## src/mpw_pkg.sv

```systemverilog
// Constants for the match based pulse width timer.
// Assumes a 100 MHz clock and an Avalon-MM slave with byte addressing.
package mpw_pkg;
  localparam int MPW_W      = 32;
  localparam int MPW_NMATCH = 7;
  localparam int MPW_NOUT   = 6;
  localparam int MPW_AW     = 6;

  // Register byte offsets
  localparam logic [5:0] MPW_OFS_CTRL  = 6'h00;
  localparam logic [5:0] MPW_OFS_COUNT = 6'h04;
  localparam logic [5:0] MPW_OFS_PRE   = 6'h08;
  localparam logic [5:0] MPW_OFS_PCNT  = 6'h0C;
  localparam logic [5:0] MPW_OFS_MACT  = 6'h10;
  localparam logic [5:0] MPW_OFS_FLAG  = 6'h14;
  localparam logic [5:0] MPW_OFS_OCFG  = 6'h18;
  localparam logic [5:0] MPW_OFS_REL   = 6'h1C;
  localparam logic [5:0] MPW_OFS_MBASE = 6'h20;
  localparam logic [5:0] MPW_OFS_MLAST = 6'h38;

  // Control register fields
  localparam int MPW_CTRL_EN  = 0;
  localparam int MPW_CTRL_RST = 1;
  localparam int MPW_CTRL_PWM = 3;

  // Match action fields, three bits per match
  localparam int MPW_MACT_STRIDE = 3;
  localparam int MPW_MACT_INT    = 0;
  localparam int MPW_MACT_RESET  = 1;
  localparam int MPW_MACT_STOP   = 2;
  localparam int MPW_MACT_BITS   = 21;

  // Output configuration: double-edge select and output enables
  localparam int MPW_OCFG_SEL = 1;
  localparam int MPW_OCFG_ENA = 9;

  localparam logic [31:0] MPW_ZERO32 = 32'h0000_0000;
  localparam logic [31:0] MPW_ONE32  = 32'h0000_0001;
endpackage

```

## src/mpw_chan.sv

```systemverilog
// One pulse output channel of the match based pulse width timer.
// Assumes set and clear strobes are one-cycle match events.
`timescale 1ns/1ns
module mpw_chan
  import mpw_pkg::*;
(
  input  wire logic clk,
  input  wire logic rst,
  input  wire logic clk_en,
  input  wire logic enable,
  input  wire logic dbl,
  input  wire logic cyc_match,
  input  wire logic rise_match,
  input  wire logic fall_match,
  output logic      pwm_out
);
  logic set_ev;

  // Single edge rises at the cycle match, double edge at its rise match
  assign set_ev = dbl ? rise_match : cyc_match;

  always_ff @(posedge clk or posedge rst) begin
    if (rst) begin
      pwm_out <= 1'b0;
    end else if (clk_en) begin
      if (!enable) begin
        pwm_out <= 1'b0;
      end else if (fall_match) begin
        // Clear wins, so in single edge a fall on the cycle match gives a constant low
        pwm_out <= 1'b0;
      end else if (set_ev) begin
        pwm_out <= 1'b1;
      end
    end
  end
endmodule

```

## src/mpw_timer.sv

```systemverilog
// Match based pulse width timer: 32-bit counter, prescaler, seven matches.
// Assumes one 100 MHz clock, async high reset and an Avalon-MM master.
//
// Our own choices: the address map and register access over Avalon-MM.
`timescale 1ns/1ns
module mpw_timer
  import mpw_pkg::*;
(
  input  wire logic        clk,
  input  wire logic        rst,
  input  wire logic        clk_en,
  input  wire logic [5:0]  address,
  input  wire logic        read,
  input  wire logic        write,
  input  wire logic [31:0] writedata,
  input  wire logic [3:0]  byteenable,
  output logic [31:0]      readdata,
  output logic             waitrequest,
  output logic [6:1]       pwm_out
);
  logic [31:0] count;
  logic [31:0] pre;
  logic [31:0] pcnt;
  logic        cnt_en;
  logic        cnt_rst;
  logic        pwm_mode;
  logic [20:0] mact;
  logic [6:0]  flag;
  logic [6:0]  rel;
  logic [6:1]  dbl_sel;
  logic [6:1]  out_ena;
  logic [31:0] shadow [MPW_NMATCH];
  logic [31:0] active [MPW_NMATCH];

  logic        req;
  logic        wr_go;
  logic        tick;
  logic [6:0]  match;
  logic [6:0]  rst_mask;
  logic [6:0]  stop_mask;
  logic [6:0]  int_mask;
  logic        any_reset;
  logic        any_stop;
  logic        cycle_end;
  logic [2:0]  wr_idx;
  logic        wr_ism;
  logic [2:0]  rd_idx;
  logic        rd_ism;
  logic [31:0] ctrl_rd;
  logic [31:0] mact_wd;

  // Merges write data into a register under byte enables
  function automatic logic [31:0] be_merge(input logic [31:0] old,
                                           input logic [31:0] wd,
                                           input logic [3:0]  be);
    logic [31:0] r;
    r = old;
    for (int b = 0; b < 4; b++) begin
      if (be[b]) begin
        r[8*b +: 8] = wd[8*b +: 8];
      end
    end
    return r;
  endfunction

  // Decodes an address in the match window to its index
  function automatic logic [3:0] match_dec(input logic [5:0] a);
    logic [5:0] d;
    d = a - MPW_OFS_MBASE;
    if (a >= MPW_OFS_MBASE && a <= MPW_OFS_MLAST && a[1:0] == 2'b00) begin
      return {1'b1, d[4:2]};
    end
    return 4'h0;
  endfunction

  // Picks one action bit per match from the action register
  function automatic logic [6:0] mact_field(input logic [20:0] m, input int f);
    logic [6:0] r;
    r = 7'h00;
    for (int i = 0; i < MPW_NMATCH; i++) begin
      r[i] = m[i*MPW_MACT_STRIDE + f];
    end
    return r;
  endfunction

  assign req   = read || write;
  assign wr_go = clk_en && write && !waitrequest;
  assign {wr_ism, wr_idx} = match_dec(address);
  assign {rd_ism, rd_idx} = match_dec(address);
  assign mact_wd = be_merge(32'(mact), writedata, byteenable);

  // Counter advances once per prescaler wrap
  assign tick = clk_en && cnt_en && !cnt_rst && (pcnt == pre);

  // Comparators on the working match values
  always_comb begin
    for (int i = 0; i < MPW_NMATCH; i++) begin
      match[i] = tick && (count == active[i]);
    end
  end

  assign int_mask  = mact_field(mact, MPW_MACT_INT);
  assign stop_mask = mact_field(mact, MPW_MACT_STOP);
  // Pulse mode forces match zero to close the cycle
  assign rst_mask  = mact_field(mact, MPW_MACT_RESET) | {6'h00, pwm_mode};
  assign any_reset = |(match & rst_mask);
  assign any_stop  = |(match & stop_mask);
  assign cycle_end = match[0] && pwm_mode;

  // Control readback image
  always_comb begin
    ctrl_rd               = MPW_ZERO32;
    ctrl_rd[MPW_CTRL_EN]  = cnt_en;
    ctrl_rd[MPW_CTRL_RST] = cnt_rst;
    ctrl_rd[MPW_CTRL_PWM] = pwm_mode;
  end

  // Bus handshake: one wait cycle, then the answer
  always_ff @(posedge clk or posedge rst) begin
    if (rst) begin
      waitrequest <= 1'b1;
    end else if (clk_en) begin
      waitrequest <= !(req && waitrequest);
    end
  end

  always_ff @(posedge clk or posedge rst) begin
    if (rst) begin
      readdata <= MPW_ZERO32;
    end else if (clk_en && read && waitrequest) begin
      case (address)
        MPW_OFS_CTRL:  readdata <= ctrl_rd;
        MPW_OFS_COUNT: readdata <= count;
        MPW_OFS_PRE:   readdata <= pre;
        MPW_OFS_PCNT:  readdata <= pcnt;
        MPW_OFS_MACT:  readdata <= 32'(mact);
        MPW_OFS_FLAG:  readdata <= 32'(flag);
        MPW_OFS_OCFG:  readdata <= 32'({out_ena, 2'b00, dbl_sel, 1'b0});
        MPW_OFS_REL:   readdata <= 32'(rel);
        default:       readdata <= rd_ism ? shadow[rd_idx] : MPW_ZERO32;
      endcase
    end
  end

  // Control and configuration
  always_ff @(posedge clk or posedge rst) begin
    if (rst) begin
      cnt_en   <= 1'b0;
      cnt_rst  <= 1'b0;
      pwm_mode <= 1'b0;
      mact     <= 21'h00000;
      pre      <= MPW_ZERO32;
      dbl_sel  <= 6'h00;
      out_ena  <= 6'h00;
    end else if (clk_en) begin
      if (wr_go && address == MPW_OFS_CTRL && byteenable[0]) begin
        cnt_en   <= writedata[MPW_CTRL_EN];
        cnt_rst  <= writedata[MPW_CTRL_RST];
        pwm_mode <= writedata[MPW_CTRL_PWM];
      end else if (any_stop) begin
        cnt_en <= 1'b0;
      end
      if (wr_go && address == MPW_OFS_MACT) begin
        mact <= mact_wd[MPW_MACT_BITS-1:0];
      end
      if (wr_go && address == MPW_OFS_PRE) begin
        pre <= be_merge(pre, writedata, byteenable);
      end
      if (wr_go && address == MPW_OFS_OCFG && byteenable[0]) begin
        dbl_sel <= {writedata[MPW_OCFG_SEL + 1 +: MPW_NOUT - 1], 1'b0};
      end
      if (wr_go && address == MPW_OFS_OCFG && byteenable[1]) begin
        out_ena <= writedata[MPW_OCFG_ENA +: MPW_NOUT];
      end
    end
  end

  // Prescaler
  always_ff @(posedge clk or posedge rst) begin
    if (rst) begin
      pcnt <= MPW_ZERO32;
    end else if (clk_en) begin
      if (cnt_rst) begin
        pcnt <= MPW_ZERO32;
      end else if (wr_go && address == MPW_OFS_PCNT) begin
        pcnt <= be_merge(pcnt, writedata, byteenable);
      end else if (cnt_en) begin
        pcnt <= (pcnt == pre) ? MPW_ZERO32 : pcnt + MPW_ONE32;
      end
    end
  end

  // Counter
  always_ff @(posedge clk or posedge rst) begin
    if (rst) begin
      count <= MPW_ZERO32;
    end else if (clk_en) begin
      if (cnt_rst) begin
        count <= MPW_ZERO32;
      end else if (wr_go && address == MPW_OFS_COUNT) begin
        count <= be_merge(count, writedata, byteenable);
      end else if (tick) begin
        count <= any_reset ? MPW_ZERO32 : count + MPW_ONE32;
      end
    end
  end

  // Match flags: set by hardware, cleared by writing one; set wins
  always_ff @(posedge clk or posedge rst) begin
    if (rst) begin
      flag <= 7'h00;
    end else if (clk_en) begin
      for (int i = 0; i < MPW_NMATCH; i++) begin
        if (match[i] && int_mask[i]) begin
          flag[i] <= 1'b1;
        end else if (wr_go && address == MPW_OFS_FLAG && byteenable[0]
                     && writedata[i]) begin
          flag[i] <= 1'b0;
        end
      end
    end
  end

  // Release bits: software sets, cycle boundary consumes; set wins
  always_ff @(posedge clk or posedge rst) begin
    if (rst) begin
      rel <= 7'h00;
    end else if (clk_en) begin
      for (int i = 0; i < MPW_NMATCH; i++) begin
        if (wr_go && address == MPW_OFS_REL && byteenable[0]
            && writedata[i]) begin
          rel[i] <= 1'b1;
        end else if (cycle_end) begin
          rel[i] <= 1'b0;
        end
      end
    end
  end

  // Shadow values take bus writes
  always_ff @(posedge clk or posedge rst) begin
    if (rst) begin
      for (int i = 0; i < MPW_NMATCH; i++) begin
        shadow[i] <= MPW_ZERO32;
      end
    end else if (clk_en && wr_go && wr_ism) begin
      shadow[wr_idx] <= be_merge(shadow[wr_idx], writedata, byteenable);
    end
  end

  // Working values: direct in timer mode, released copies in pulse mode
  always_ff @(posedge clk or posedge rst) begin
    if (rst) begin
      for (int i = 0; i < MPW_NMATCH; i++) begin
        active[i] <= MPW_ZERO32;
      end
    end else if (clk_en) begin
      for (int i = 0; i < MPW_NMATCH; i++) begin
        if (!pwm_mode) begin
          active[i] <= shadow[i];
        end else if (cycle_end && rel[i]) begin
          active[i] <= shadow[i];
        end
      end
    end
  end

  // Channel n uses match n; double edge rises on match n-1
  for (genvar n = 1; n <= MPW_NOUT; n++) begin : g_chan
    mpw_chan u_chan (
      .clk        (clk),
      .rst        (rst),
      .clk_en     (clk_en),
      .enable     (pwm_mode && out_ena[n]),
      .dbl        (dbl_sel[n]),
      .cyc_match  (match[0]),
      .rise_match (match[n-1]),
      .fall_match (match[n]),
      .pwm_out    (pwm_out[n])
    );
  end
endmodule

```

## config.mk

```make
export PLATFORM = sky130hd
export DESIGN_NAME = mpw_timer
export DESIGN_NICKNAME = d
export VERILOG_FILES = /design/src/mpw_pkg.sv /design/src/mpw_chan.sv /design/src/mpw_timer.sv
export SDC_FILE = /design/constraint.sdc
export NUM_CORES = 2
export LEC_CHECK = 0
export BUFFER_PORTS_ARGS = -buffer_cell sky130_fd_sc_hd__buf_2
export CELL_PAD_IN_SITES_DETAIL_PLACEMENT = 1
export CELL_PAD_IN_SITES_GLOBAL_PLACEMENT = 2
export CORE_ASPECT_RATIO = 1.75
export CORE_MARGIN = 2
export CORE_UTILIZATION = 39
export DETAILED_ROUTE_END_ITERATION = 8
export PLACE_DENSITY_LB_ADDON = 0.1
export SYNTH_ARGS = -nofsm -noshare
export SYNTH_HDL_FRONTEND = slang
export SYNTH_HIERARCHICAL = 1
export SYNTH_SLANG_ARGS = --single-unit
export TNS_END_PERCENT = 10
```

## constraint.sdc

```tcl
create_clock -name clk -period 16.7 [get_ports clk]
set_input_delay 0.835 -clock clk [delete_from_list [all_inputs] [get_ports clk]]
set_output_delay 0.835 -clock clk [all_outputs]
set_load 0.005 [all_outputs]
```

==> implementation parameters <==
Parameter                              Value

STA
  Period utilization    0.314
  Total Negative Setup Slacks    0 ns
  Headroom to the max-slew limit    0.156
  Upper clock frequency limit    191 MHz
  Number of failing hold endpoints at the final stage    0
  Final critical path time including I/O delays and setup    5.24 ns
  Setup repair after global routing missed its margin    false
  Worst-margin pin slew    1.26 ns
  Final-layout worst hold slack    0.0903 ns
  Final-report max-slew violation count    0
  Final count of negative-setup-slack endpoints    0
  Layout Skew    0.0276 ns
  Smallest setup slack after layout    11.46 ns

Pwr
  Net switching power    1.10 mW
  Sw frac    0.293
  Static leakage    ~17 nW
  Logic gate share of total power    0.125
  Maximum vdd ir drop    a little under 0.00008 V
  Power per unit of standard cell area    105 nW/um^2
  Reg power frac    0.449
  Design internal power    2.67 mW
  Relative contribution of the clock network to total power    0.426

Route
  Detailed-route vias per instance    6.13
  Vias after detailed routing    between 20000 and 25000
  Post-DR wirelength/cell    34.5 um
  Final routed DRC violation total    40
  DRT Wirelength    139000 um
  1st-iter DRT viols    1944
  Final antenna-violating net count    0
  First-pass iteration count of the detailed router    7

Placement
  HPWL after detailed placement    98800 um
  Gp weighted congestion    between 0.9 and 1
  Worst setup slack before clock tree synthesis    around 11 ns
  I/O Buffers    85
  Placed cell areas    33500 um^2

Setup path
  Critical path class    input pin to flop
  Crit path max fanout    30
  Worst Path Arrival    between 5 and 6 ns
  CP endpoint kind    flop
  Startpoint type of the worst setup path    input pin
  Required @ worst endpoint    between 15 and 20 ns

Floorplan
  Die Y    between 300 and 400 um
  Die Span X    222 um
  Die ar.    85300 um^2
  Starting density of the core    0.394
  Placement Rows    139
  Placeable core area    82100 um^2
  Number of ports placed on the die boundary    86

Layout
  Fraction of final layout cells with drive strength greater than 1    0.246
  Count of nets after finishing    2974
  Post-Layout Inst Area    35800 um^2
  Synthesis-to-layout area growth    10.6%
  Core utilization of the finished layout    0.436

Logic synthesis
  Count of distinct cell types in the synthesized netlist    88
  Most area-hungry cell type in the Yosys netlist    sky130_fd_sc_hd__dfrtp_1
  Cell area after technology mapping    32300 um^2
  Syn nets    between 2000 and 3000
  Number of enable-type register cells in the synthesized netlist    0
  Average cell area after synthesis    11.1 um^2
  Top area cells in the synthesized netlist    sky130_fd_sc_hd__dfrtp_1, sky130_fd_sc_hd__mux2_2, sky130_fd_sc_hd__xor2_1
  Most instantiated flip-flop cell in the synthesis netlist    sky130_fd_sc_hd__dfrtp_1
  Number of warnings reported in the yosys synthesis log    6
  Number of register bits inferred by synthesis    about 630
  Async set-reset flop share out of synthesis    1.00
  Number of instances in the synthesized netlist    ~2900
  Top cell type's share of synthesized area    0.488
  Sequential element share of the synthesized area    0.489

Clocking
  Clock latency on the worst-skew pair    0.66 ns
  Clock slew at the register clock pins of the worst setup and hold paths    0.07 ns
  Count of hold-fix buffers inserted at cts    0
  Buffer count from post-CTS setup fixing    0
  Root Driver    sky130_fd_sc_hd__clkbuf_16
  Clock net sink count    632
  Number of buffers created by CTS    67
  CTS tree    built
  Buffer levels on the longest clock path    3
  PostCTS Resize Cnt    0
  Level count of the clock H-tree    3

Global route
  Number of antenna violations at the first check in global routing    0
  GRT Residual Overflow    0
  First-pass GRT wire length    200000 um
  GRT Total Usage    0.328
  Maximum number of pins on one net before global-route repair    141
  Via count of the first global-routing pass    26700

Worst hold path
  Worst Hold Class    input pin to async pin

Run
  Number of max-cap violations    0

Run status
  Outcome    complete, but fails checks
  Failing checks    DRC
[metrics by stage]
step                      instances  total power [mW]
after floorplan                2910              1.97
after global placement         3913              2.18
after detailed placement       3913              2.19
after CTS                      4031              3.80
after global routing           4031              3.88
final                          4033              3.77
[power by group through the flow]
| stage | clock network, mW | logic (mW) | registers (mW) |
|---|---|---|---|
| final | 1.61 | 0.471 | 1.69 |
| after global routing | 1.69 | 0.492 | 1.70 |
| after CTS | 1.64 | 0.470 | 1.69 |
| after detailed placement | 0 | 0.468 | 1.72 |
| after global placement | 0 | 0.461 | 1.72 |
| after floorplan | 0 | 0.308 | 1.66 |
[placed cells by master (no fill, tap or decap), types with 10 or more instances in the layout]
cell	instances
sky130_fd_sc_hd__a21oi_1	57
sky130_fd_sc_hd__a221oi_1	48
sky130_fd_sc_hd__a22o_1	22
sky130_fd_sc_hd__a22oi_1	48
sky130_fd_sc_hd__a31oi_1	18
sky130_fd_sc_hd__and2_1	15
sky130_fd_sc_hd__and3_1	30
sky130_fd_sc_hd__buf_2	84
sky130_fd_sc_hd__buf_4	73
sky130_fd_sc_hd__clkbuf_1	12
sky130_fd_sc_hd__clkbuf_16	70
sky130_fd_sc_hd__clkbuf_8	14
sky130_fd_sc_hd__clkinv_2	10
sky130_fd_sc_hd__dfrtp_1	631
sky130_fd_sc_hd__inv_1	42
sky130_fd_sc_hd__mux2_2	391
sky130_fd_sc_hd__mux2i_1	92
sky130_fd_sc_hd__nand2_1	287
sky130_fd_sc_hd__nand2b_1	12
sky130_fd_sc_hd__nand3_1	40
sky130_fd_sc_hd__nand4_1	50
sky130_fd_sc_hd__nor2_1	74
sky130_fd_sc_hd__nor3_1	24
sky130_fd_sc_hd__nor4_1	57
sky130_fd_sc_hd__o21a_1	15
sky130_fd_sc_hd__o21ai_0	223
sky130_fd_sc_hd__o221ai_1	12
sky130_fd_sc_hd__o22ai_1	33
sky130_fd_sc_hd__xnor2_1	86
sky130_fd_sc_hd__xor2_1	185
[cell type report]
| type | instances | area (um^2) |
|---|---|---|
| Timing Repair Buffer | 158 | 988 |
| Sequential cell | 632 | 15800 |
| Fill cell | 8852 | 46300 |
| Clock inverter | 22 | 299 |
| Clock buffer | 96 | 1990 |
| Multi-Input combinational cell | 2023 | 15200 |
| Tap cell | 1057 | 1320 |
| Antenna cell | 2 | 5.00 |
| Inverter | 43 | 165 |
[Yosys cell counts, types with 43 or more instances]
master                     count
sky130_fd_sc_hd__xnor2_1      86
sky130_fd_sc_hd__nor2_1       76
sky130_fd_sc_hd__xor2_1      185
sky130_fd_sc_hd__a221oi_1     48
sky130_fd_sc_hd__nor4_1       59
sky130_fd_sc_hd__nand3_1      45
sky130_fd_sc_hd__nand4_1      50
sky130_fd_sc_hd__dfrtp_1     631
sky130_fd_sc_hd__clkbuf_1    101
sky130_fd_sc_hd__nand2_1     290
sky130_fd_sc_hd__o21ai_0     223
sky130_fd_sc_hd__a21oi_1      57
sky130_fd_sc_hd__a22oi_1      48
sky130_fd_sc_hd__mux2_2      391
sky130_fd_sc_hd__mux2i_1      92
sky130_fd_sc_hd__inv_1        43
[state kept, by name, indices dropped and copies added, names as in the netlist]
register	flops
shadow	224
flag	7
cnt_en	1
active	224
g_chan.u_chan/pwm_out	6
waitrequest	1
pwm_mode	1
readdata	32
rel	7
count	32
cnt_rst	1
out_ena	6
pcnt	32
mact	21
pre	32
dbl_sel	5
[cells by family (layout without fill, tap and decap cells)]
kind of cell,count (synthesis),count (layout),synth area share
adders and majority gates,2,2,0.000774
muxes,499,499,0.171
AOI/OAI and AO/OA,576,576,0.117
other,1,3,0.000116
buffers and inverters,255,319,0.0435
and+or+nand+nor,668,668,0.102
xor gates and xnor gates,277,277,0.0764
DFF,632,632,0.489
[per-layer routing]
| metal | GRT usage | routed length [um] | vias to the layer above |
|---|---|---|---|
| met5 | 0 | 0 | - |
| met4 | 0.263 | 12700 | 0 |
| met3 | 0.0382 | 5720 | 315 |
| met2 | 0.566 | 68800 | 828 |
| met1 | 0.368 | 51800 | 13100 |
| li1 | - | - | 10500 |
[final timing paths]
check,from,endpoint,slack (ns),cells past startpoint
min,rst,g_chan[5].u_chan/pwm_out,0.09,2
min in group clk,readdata[13],readdata[13],0.48,2
max in group asynchronous,rst,active[220],12.96,5
min reg2reg,readdata[13],readdata[13],0.48,2
max reg2reg,count[29],count[0],11.98,8
max,address[3],count[22],11.46,13
[critical path: stages]
cell,delay (ns)
sky130_fd_sc_hd__buf_4,0.24
sky130_fd_sc_hd__buf_4,0.33
sky130_fd_sc_hd__nor2b_1,0.96
sky130_fd_sc_hd__buf_4,0.40
sky130_fd_sc_hd__and2_1,0.16
sky130_fd_sc_hd__buf_4,0.31
sky130_fd_sc_hd__and2_4,0.49
sky130_fd_sc_hd__nor4b_2,0.12
sky130_fd_sc_hd__buf_4,0.22
sky130_fd_sc_hd__o21ai_1,0.90
sky130_fd_sc_hd__nor2_2,0.29
sky130_fd_sc_hd__a41oi_1,0.30
sky130_fd_sc_hd__o21ai_0,0.13
No activity file was read; power rests on OpenSTA's default activity.
